**config.mk**
```make
export PLATFORM = sky130hd
export DESIGN_NAME = dtid_decoder
export DESIGN_NICKNAME = d
export VERILOG_FILES = /design/src/dtid_decoder.v
export VERILOG_INCLUDE_DIRS = /design/src
export SDC_FILE = /design/constraint.sdc
export NUM_CORES = 1
export LEC_CHECK = 0
export BUFFER_PORTS_ARGS = -buffer_cell sky130_fd_sc_hd__buf_2
export CORE_MARGIN = 5
export CORE_UTILIZATION = 49
export CTS_CLUSTER_DIAMETER = 120
export DETAILED_ROUTE_END_ITERATION = 12
export PLACE_DENSITY = 0.81
export SKIP_CTS_REPAIR_TIMING = 1
export SYNTH_ARGS = -nofsm -noshare
export SYNTH_HDL_FRONTEND = slang
export SYNTH_SLANG_ARGS = --single-unit
```
**constraint.sdc**
```tcl
create_clock -name clk_sys -period 1.9 [get_ports clk_sys]
set_clock_uncertainty 0.2 [all_clocks]
set_input_delay 0.19 -clock clk_sys [delete_from_list [all_inputs] [get_ports clk_sys]]
set_output_delay 0.19 -clock clk_sys [all_outputs]
set_load 0.01 [all_outputs]
```
**src/dtid_consts.vh**
```
`ifndef DTID_CONSTS_VH
`define DTID_CONSTS_VH
// operating modes
`define DTID_MODE_W 2
`define DTID_MODE_FAN3W 2'h0
`define DTID_MODE_PROC 2'h1
`define DTID_MODE_SPD2W 2'h2
// speed source codes
`define DTID_SRC_W 3
`define DTID_SRC_KEYPAD 3'h0
`define DTID_SRC_CMDPAR 3'h1
`define DTID_SRC_PRESET1 3'h2
`define DTID_SRC_PRESET2 3'h3
`define DTID_SRC_PRESET3 3'h4
`define DTID_SRC_ANALOG1 3'h5
// direction codes
`define DTID_DIR_W 2
`define DTID_DIR_NONE 2'h0
`define DTID_DIR_FWD 2'h1
`define DTID_DIR_REV 2'h2
// stop style codes
`define DTID_STOP_W 2
`define DTID_STOP_RUN 2'h0
`define DTID_STOP_DECEL 2'h1
`define DTID_STOP_COAST 2'h2
`define DTID_STOP_ZEROI 2'h3
// synchroniser depth and input count
`define DTID_SYNC_STAGES 2
`define DTID_NUM_INPUTS 9
`endif

```
**src/dtid_decoder.v**
```verilog
// Summary of operation
// - fan three-wire: firestat open forces preset one
// - firestat closed, freezestat open: preset two
// - both closed: keypad or command source
// - enable open: coast immediately, no decel
// - process: forward enable gates forward running
// - process: reverse enable gates reverse running
// - process: both enables open decelerate stop
// - process: table select picks parameter set
// - process: ramp group two or torque mode
// - stop in torque mode: zero current
// - process: loop enable PID, feedforward always on
// - process: jog allowed in enabled direction
// - process: fault reset input resets, blocks run
// - external trip honoured only when enabled
// - two-wire: forward or reverse, decel otherwise
// - two-wire: both closed resets fault
// - two-wire: analog one or command source
// - run source, fan and two-wire: terminals closed, keypad open
// - two-wire: speed source command or keypad
// - source switch holds speed and direction for one cycle
// - two-wire: preset table from two selects
// - unipolar: motion unless both closed
`include "dtid_consts.vh"

module dtid_decoder #(
    parameter SYNC_STAGES = `DTID_SYNC_STAGES
) (
    input wire clk_sys,
    input wire srst,
    input wire [`DTID_MODE_W-1:0] op_mode,
    input wire ext_trip_protect_on,
    input wire cmd_source_is_analog1,
    input wire cmd_source_unipolar,
    input wire vector_control,
    input wire keypad_run,
    input wire [`DTID_DIR_W-1:0] keypad_dir,
    input wire keypad_fault_reset,
    input wire [`DTID_DIR_W-1:0] proc_cmd_dir,
    input wire enable_input,
    input wire forward_input,
    input wire reverse_input,
    input wire select_input_a,
    input wire select_input_b,
    input wire select_input_c,
    input wire select_input_d,
    input wire select_input_e,
    input wire external_trip_input,
    output reg drive_enable_r,
    output reg [`DTID_DIR_W-1:0] run_dir_r,
    output reg [`DTID_STOP_W-1:0] stop_style_r,
    output reg [`DTID_SRC_W-1:0] speed_src_r,
    output reg fault_reset_r,
    output reg ext_trip_fault_r,
    output reg param_set2_r,
    output reg ramp_group2_r,
    output reg torque_mode_r,
    output reg pid_enable_r,
    output reg integrator_clear_r,
    output reg feedforward_path_r,
    output reg jog_mode_r,
    output reg terminal_run_src_r,
    output reg hold_speed_r
);

    // ************************************************************
    // input synchronisers
    // ************************************************************
    localparam NI = `DTID_NUM_INPUTS;
    wire [NI-1:0] raw_in;
    wire [NI-1:0] syn;
    assign raw_in = {external_trip_input, select_input_e, select_input_d,
                     select_input_c, select_input_b, select_input_a,
                     reverse_input, forward_input, enable_input};

    // contacts change with no regard to clk_sys: two flops at least
    genvar gi;
    generate
        for (gi = 0; gi < NI; gi = gi + 1) begin : g_sync
            reg [SYNC_STAGES-1:0] sh_r;
            always @(posedge clk_sys) begin
                if (srst) begin
                    sh_r <= {SYNC_STAGES{1'b0}};
                end else begin
                    sh_r <= {sh_r[SYNC_STAGES-2:0], raw_in[gi]};
                end
            end
            assign syn[gi] = sh_r[SYNC_STAGES-1];
        end
    endgenerate

    wire en_s = syn[0];
    wire fwd_s = syn[1];
    wire rev_s = syn[2];
    wire sa_s = syn[3];
    wire sb_s = syn[4];
    wire sc_s = syn[5];
    wire sd_s = syn[6];
    wire se_s = syn[7];
    wire trip_s = syn[8];

    // ************************************************************
    // decode
    // ************************************************************
    reg en_nxt;
    reg [`DTID_DIR_W-1:0] dir_nxt;
    reg [`DTID_STOP_W-1:0] stop_nxt;
    reg [`DTID_SRC_W-1:0] src_nxt;
    reg frst_nxt;
    reg trip_nxt;
    reg pset_nxt;
    reg ramp_nxt;
    reg torq_nxt;
    reg pid_nxt;
    reg iclr_nxt;
    reg ff_nxt;
    reg jog_nxt;
    reg trun_nxt;
    reg hold_nxt;
    reg term_run;
    reg term_spd;
    reg [`DTID_DIR_W-1:0] want_dir;
    reg term_spd_r;

    always @* begin
        en_nxt = en_s;
        dir_nxt = `DTID_DIR_NONE;
        stop_nxt = `DTID_STOP_DECEL;
        src_nxt = `DTID_SRC_KEYPAD;
        frst_nxt = 1'b0;
        trip_nxt = ext_trip_protect_on & ~trip_s;
        pset_nxt = 1'b0;
        ramp_nxt = 1'b0;
        torq_nxt = 1'b0;
        pid_nxt = 1'b0;
        iclr_nxt = 1'b0;
        ff_nxt = 1'b0;
        jog_nxt = 1'b0;
        trun_nxt = 1'b0;
        hold_nxt = 1'b0;
        term_run = 1'b0;
        term_spd = 1'b0;
        want_dir = `DTID_DIR_NONE;
        // other modes' assignments are never looked at
        case (op_mode)
            `DTID_MODE_FAN3W: begin
                term_run = sb_s;
                term_spd = sc_s;
                if (!sd_s) begin
                    src_nxt = `DTID_SRC_PRESET1;
                end else if (!se_s) begin
                    src_nxt = `DTID_SRC_PRESET2;
                end else if (sc_s) begin
                    src_nxt = `DTID_SRC_CMDPAR;
                end else begin
                    src_nxt = `DTID_SRC_KEYPAD;
                end
                if (!sb_s) begin
                    want_dir = keypad_run ? keypad_dir : `DTID_DIR_NONE;
                end else if (fwd_s && rev_s) begin
                    frst_nxt = 1'b1;
                end else if (fwd_s) begin
                    want_dir = `DTID_DIR_FWD;
                end else if (rev_s) begin
                    want_dir = `DTID_DIR_REV;
                end else begin
                    want_dir = run_dir_r;
                end
                if (sb_s && !sa_s) begin
                    want_dir = `DTID_DIR_NONE;
                end
            end
            `DTID_MODE_PROC: begin
                term_run = 1'b1;
                term_spd = 1'b1;
                src_nxt = `DTID_SRC_CMDPAR;
                pset_nxt = sa_s;
                ramp_nxt = sb_s & ~vector_control;
                torq_nxt = sb_s & vector_control;
                pid_nxt = sc_s;
                iclr_nxt = ~sc_s;
                ff_nxt = 1'b1;
                // jog needs at least one direction enabled
                jog_nxt = sd_s & (fwd_s | rev_s);
                frst_nxt = se_s;
                // a direction runs only while its own enable is closed
                if (proc_cmd_dir == `DTID_DIR_FWD && fwd_s) begin
                    want_dir = `DTID_DIR_FWD;
                end else if (proc_cmd_dir == `DTID_DIR_REV && rev_s) begin
                    want_dir = `DTID_DIR_REV;
                end else begin
                    want_dir = `DTID_DIR_NONE;
                end
                if (se_s) begin
                    want_dir = `DTID_DIR_NONE;
                end
            end
            `DTID_MODE_SPD2W: begin
                term_run = sb_s;
                term_spd = sc_s;
                if (!sc_s) begin
                    src_nxt = `DTID_SRC_KEYPAD;
                end else begin
                    case ({se_s, sd_s})
                        2'h1: src_nxt = `DTID_SRC_PRESET1;
                        2'h2: src_nxt = `DTID_SRC_PRESET2;
                        2'h3: src_nxt = `DTID_SRC_PRESET3;
                        default: begin
                            if (sa_s || cmd_source_is_analog1) begin
                                src_nxt = `DTID_SRC_ANALOG1;
                            end else begin
                                src_nxt = `DTID_SRC_CMDPAR;
                            end
                        end
                    endcase
                end
                if (!sb_s) begin
                    want_dir = keypad_run ? keypad_dir : `DTID_DIR_NONE;
                end else if (fwd_s && rev_s) begin
                    frst_nxt = 1'b1;
                end else if (fwd_s) begin
                    want_dir = `DTID_DIR_FWD;
                end else if (rev_s) begin
                    want_dir = `DTID_DIR_REV;
                end
                // unipolar source gives no sign; both closed is reset
                if (cmd_source_unipolar && fwd_s && rev_s) begin
                    want_dir = `DTID_DIR_NONE;
                end
            end
            default: begin
                want_dir = `DTID_DIR_NONE;
            end
        endcase
        if (!term_run) begin
            frst_nxt = keypad_fault_reset;
        end
        trun_nxt = term_run;
        // hand-over between terminals and keypad: hold one cycle
        // so a source swap never drops the running direction
        if (term_run != terminal_run_src_r || term_spd != term_spd_r) begin
            hold_nxt = 1'b1;
            want_dir = run_dir_r;
        end
        dir_nxt = want_dir;
        if (!en_s) begin
            stop_nxt = `DTID_STOP_COAST;
            dir_nxt = `DTID_DIR_NONE;
        end else if (want_dir != `DTID_DIR_NONE) begin
            stop_nxt = `DTID_STOP_RUN;
        end else if (torq_nxt) begin
            stop_nxt = `DTID_STOP_ZEROI;
        end else begin
            stop_nxt = `DTID_STOP_DECEL;
        end
    end

    // ************************************************************
    // enable, direction and stop outputs
    // ************************************************************
    always @(posedge clk_sys) begin
        if (srst) begin
            drive_enable_r <= 1'b0;
            run_dir_r <= `DTID_DIR_NONE;
            stop_style_r <= `DTID_STOP_COAST;
        end else begin
            drive_enable_r <= en_nxt;
            run_dir_r <= dir_nxt;
            stop_style_r <= stop_nxt;
        end
    end

    // ************************************************************
    // speed source outputs
    // ************************************************************
    always @(posedge clk_sys) begin
        if (srst) begin
            speed_src_r <= `DTID_SRC_KEYPAD;
            hold_speed_r <= 1'b0;
        end else begin
            speed_src_r <= src_nxt;
            hold_speed_r <= hold_nxt;
        end
    end

    // ************************************************************
    // fault outputs
    // ************************************************************
    always @(posedge clk_sys) begin
        if (srst) begin
            fault_reset_r <= 1'b0;
            ext_trip_fault_r <= 1'b0;
        end else begin
            fault_reset_r <= frst_nxt;
            ext_trip_fault_r <= trip_nxt;
        end
    end

    // ************************************************************
    // parameter set and ramp outputs
    // ************************************************************
    always @(posedge clk_sys) begin
        if (srst) begin
            param_set2_r <= 1'b0;
            ramp_group2_r <= 1'b0;
            torque_mode_r <= 1'b0;
        end else begin
            param_set2_r <= pset_nxt;
            ramp_group2_r <= ramp_nxt;
            torque_mode_r <= torq_nxt;
        end
    end

    // ************************************************************
    // loop and jog outputs
    // ************************************************************
    always @(posedge clk_sys) begin
        if (srst) begin
            pid_enable_r <= 1'b0;
            integrator_clear_r <= 1'b1;
            feedforward_path_r <= 1'b0;
            jog_mode_r <= 1'b0;
        end else begin
            pid_enable_r <= pid_nxt;
            integrator_clear_r <= iclr_nxt;
            feedforward_path_r <= ff_nxt;
            jog_mode_r <= jog_nxt;
        end
    end

    // ************************************************************
    // source tracking
    // ************************************************************
    always @(posedge clk_sys) begin
        if (srst) begin
            terminal_run_src_r <= 1'b0;
            term_spd_r <= 1'b0;
        end else begin
            terminal_run_src_r <= trun_nxt;
            term_spd_r <= term_spd;
        end
    end

endmodule // dtid_decoder

```
## Word level (Yosys, flattened, before mapping)

Cells that the tools add are included.

- Register bits: 38
- Logic and storage cells: 95
- Output and inout port bits: 19
- Input bits: 23

- Equal/unequal tests: 9
- Bitwise logic cells: 10
- Muxes and demuxes: 35
- Reductions and logical operators: 15

Operators with widths:

| operator | count |
|---|---|
| 2-bit two-way mux | 19 |
| 3-bit one-hot mux with 3 select lines | 2 |
| 2-bit == test (second input constant) | 4 |
| 1-bit two-way mux | 8 |
| 2-bit by 1-bit == test with 1-bit output (second input constant) | 3 |
| 1-bit logical AND | 6 |
| 3-bit two-way mux | 2 |
| 1-bit one-hot mux with 2 select lines | 3 |
| 2-bit one-hot mux with 3 select lines | 1 |
| 2-bit OR reduction | 3 |
| 1-bit inverter | 5 |
| 1-bit bitwise AND | 4 |
| 3-bit OR reduction | 1 |
| 2-bit logical NOT | 1 |
| 1-bit logical OR | 2 |
| 1-bit != test | 2 |
| 2-bit nonzero test | 1 |
| 1-bit logical NOT | 1 |
| 1-bit bitwise OR | 1 |

## Logic depth before layout (Yosys ltp)

- Word-level depth: 9
- Depth in mapped cells: 7
- Depth with buffers taken out: 7

## Worst setup path before layout

Ideal clock, no wire load.

- Path kind: flip-flop to flip-flop
- Start: register terminal_run_src_r
- End: register stop_style_r[1]
- Data arrival time: 1.312 ns
- Setup slack: 0.292 ns
- Cell stages (with the launch flop): 6
- Library setup time: 0.096 ns
- Path through: dfxtp_1 or3b_1 o21ai_0 a21o_2 o22ai_1 o41ai_2

- Word-level cells in the longest chain between the ends: 5

Ends and longest elaborated chain:

| item | RTL line | source |
|---|---|---|
| start: declaration | dtid_decoder.v:62 | `output reg terminal_run_src_r,` |
| start signal: assignment | dtid_decoder.v:339 | `terminal_run_src_r <= trun_nxt;` |
| 1-bit != test | dtid_decoder.v:241 | `if (term_run != terminal_run_src_r \|\| term_spd != term_spd_r) begin` |
| 1-bit logical OR | dtid_decoder.v:241 |  |
| 2-bit two-way mux | dtid_decoder.v:241 |  |
| 2-bit nonzero test (no line) | -- |  |
| 2-bit two-way mux | dtid_decoder.v:249 | `` end else if (want_dir != `DTID_DIR_NONE) begin `` |
| end signal: assignment | dtid_decoder.v:265 | `` stop_style_r <= `DTID_STOP_COAST; `` |
| end signal: assignment | dtid_decoder.v:269 | `stop_style_r <= stop_nxt;` |
| end: declaration | dtid_decoder.v:51 | `` output reg [`DTID_STOP_W-1:0] stop_style_r, `` |

No other way between the ends.
A chain may end at the register's enable or synchronous reset.

## Final worst setup path

Same ends and word-level chain as after synthesis.

==> metrics.csv <==
stage;metric;value;unit
cts;CTS buffer count;5;
layout;commonest cells after routing, fill and taps aside;41 x buf_2, 37 x dfxtp_1, 18 x nor2b_1;
timing;Final Cycle Share;89.9;%
status;outcome;finished clean;
cts;htree depth;2;
setup_path;max incr delay on CP;0.37;ns
power_and_ir_drop;pwr/cell area;911;nW/um^2
power_and_ir_drop;Leakage;0.824;nW
layout;# diodes;0;
global_route;number of global-route vias before repair;1120;
drt;initial drt markers;38;
timing;Tightest Pin Transition;0.544;ns
synthesis;unique cell type count in the Yosys netlist;38;
synthesis;top cells by area, synth;dfxtp_1 54%, nor2b_1 8.0%, ha_1 3.5%;
cts;Max Root-Sink Buffers;2;
setup_path;crit path DAT;1.77;ns
synthesis;Seq/Total Area, Yosys;53.8;%
global_route;first-pass GRT wire length;4930;um
synthesis;number of synthesized flops with an enable pin;0;
setup_path;crit path launch type;flip-flop;
drt;drt wl/cell;13.4;um
setup_path;Crit-path slowest cell;or3b_1;
drt;Final ANT Viol Nets;0;
global_route;GRT Util Overall;15.3;%
layout;register area;762;sq um
setup_path;Worst setup EP type;flip-flop;
synthesis;Mapped Avg Cell Area;10.2;sq um
synthesis;yosys warns;0;
layout;layout overhead on the synthesized area;32.4;%
synthesis;Syn Nets;166;
cts;Worst-path clk slew;0.11;ns
setup_path;Cell Chain, Critical Path;or3b_1 > o21ai_0 > a21o_2 > o22ai_1 > o41ai_2;
power_and_ir_drop;Max VDD drop;0.000736;V
timing;RSZ-0062 raised after global routing;no;
job;maxcap violations;0;
cts;worst skew pair latency;0.34;ns
global_route;initial antenna violation count;0;
floorplan;die area;4060;sq um
cts;CTS Sinks;38;
floorplan;die width;63.7;um
drt;DR vias/cell;5.21;
floorplan;chip height;63.7;um
floorplan;IO Pins;42;
hold_path;Hold Crit Class;in -> reg;
timing;endpoints failing hold;0;
floorplan;total core area;2760;sq um
synthesis;flops & latches, synth;38;
layout;most common cell after layout, fill and taps aside;buf_2;
global_route;global route total overflow;0;
cts;CTS root buf;clkbuf_4;
timing;WHS;0.0282;ns
synthesis;Mapped Cells;139;
drt;TritonRoute pass-1 iters;4;
layout;# fillers;210;
timing;crit path time final;1.71;ns
synthesis;Post-Syn Area;1410;sq um
setup_path;CP required;1.96;ns
drt;Vias;1182;
cts;CTS tree;yes;
timing;Setup Viol. Count Final;0;
synthesis;most area-hungry cell type in the Yosys netlist;dfxtp_1;
synthesis;async set-reset flop share out of synthesis;0;%
setup_path;CP Max Fanout;4;
setup_path;FF-to-FF setup slack;0.19;ns
timing;Slew Viols, Final;0;
drt;DRC;0;
synthesis;Post-synth top flop;dfxtp_1;
timing;Max Freq;585;MHz
timing;TNS Setup;0;ns
floorplan;Starting Density;51.3;%
layout;Nets;222;
drt;WL final;3040;um
floorplan;row count;19;
placed_design;Routability Congestion;0.920;
placed_design;Buffers on Ports;41;
global_route;largest net degree at the start of global routing;34;
layout;layout cells sized above 1;29.1;%
placed_design;Post-DP HPWL;2000;um
synthesis;share of the synthesized area in the top cell type;53.8;%
timing;Max-slew headroom;63.8;%
layout;multi-input logic area;588;sq um
setup_path;WS Path Type;reg -> reg;
## worst max-delay path, delay by kind of cell (launching register included)
family / cells / cell delay, ns
compound gates: 4 / 0.70
simple gates: 1 / 0.37
flops: 1 / 0.36
## synth_stat cells, types with 4 or more instances
master / count
dfxtp_1: 38
nor2b_1: 18
nand2_1: 9
nor2_1: 9
inv_1: 5
nor3_1: 5
a21oi_1: 4
and2_1: 4
ha_1: 4
nor4_1: 4
o21ai_0: 4
## stage by stage
| step | worst slack [ns] | area, sq um | cells | utilization (%) | total power, mW |
|---|---|---|---|---|---|
| 2_1_floorplan | 0.292 | 1410 | 139 | - | 0.944 |
| 3_3_place_gp | 0.189 | 1620 | 205 | 58.7 | 0.987 |
| 3_5_place_dp | 0.0970 | 1620 | 205 | 58.7 | 0.993 |
| 4_1_cts | 0.0985 | 1730 | 213 | 62.7 | 1.70 |
| 5_1_grt | 0.0524 | 1870 | 227 | 67.9 | 1.79 |
| 6_report | 0.192 | 1870 | 227 | 67.9 | 1.71 |
## registers in the layout, summed over array words and instances, names as in the netlist
name and count:
fault_reset_r 1, jog_mode_r 1, drive_enable_r 1, ramp_group2_r 1
param_set2_r 1, torque_mode_r 1, term_spd_r 1, integrator_clear_r 1
terminal_run_src_r 1, pid_enable_r 1, hold_speed_r 1, feedforward_path_r 1
speed_src_r 3, g_sync.sh_r 18, stop_style_r 2, ext_trip_fault_r 1
run_dir_r 2
## power by group
part | leakage [nW] | switching, mW | internal (mW)
Sequential | 0.313 | 0.0178 | 0.828
Combinational | 0.453 | 0.0719 | 0.0818
Clock | 0.0585 | 0.261 | 0.446
## layer usage
layer	wire length (um)	global-route usage, %
met1	1120	15.6
met2	1610	26.9
met3	277	4.44
met4	40	10.1
met5	0	0
## area by class of cell
type | instances | area share, %
repair buffers | 56 | 18.9
inverters | 5 | 1.00
clock buffers | 6 | 2.74
flip-flops and latches | 38 | 40.7
multi-input cells | 89 | 31.4
clock inverters | 2 | 3.21
well taps | 31 | 2.07
## final timing paths
check | from | end | depth (start not counted)
worst max-delay path | terminal_run_src_r | stop_style_r[1] | 5
worst min-delay path | keypad_fault_reset | fault_reset_r | 3
worst max register to register | terminal_run_src_r | stop_style_r[1] | 5
worst min register to register | g_sync[8].sh_r[1] | ext_trip_fault_r | 1
## cells by family (layout without fill, tap and decap cells)
| group | Yosys count | in the layout | share of synthesized area, % |
|---|---|---|---|
| adders and majority gates | 4 | 4 | 3.54 |
| muxes | 1 | 1 | 0.708 |
| DFF | 38 | 38 | 53.8 |
| AOI/OAI and AO/OA | 20 | 20 | 10.2 |
| buffers and inverters | 12 | 69 | 4.60 |
| and+or+nand+nor | 62 | 62 | 25.9 |
| xor gates and xnor gates | 2 | 2 | 1.24 |
No activity file was read; power rests on OpenSTA's default activity.
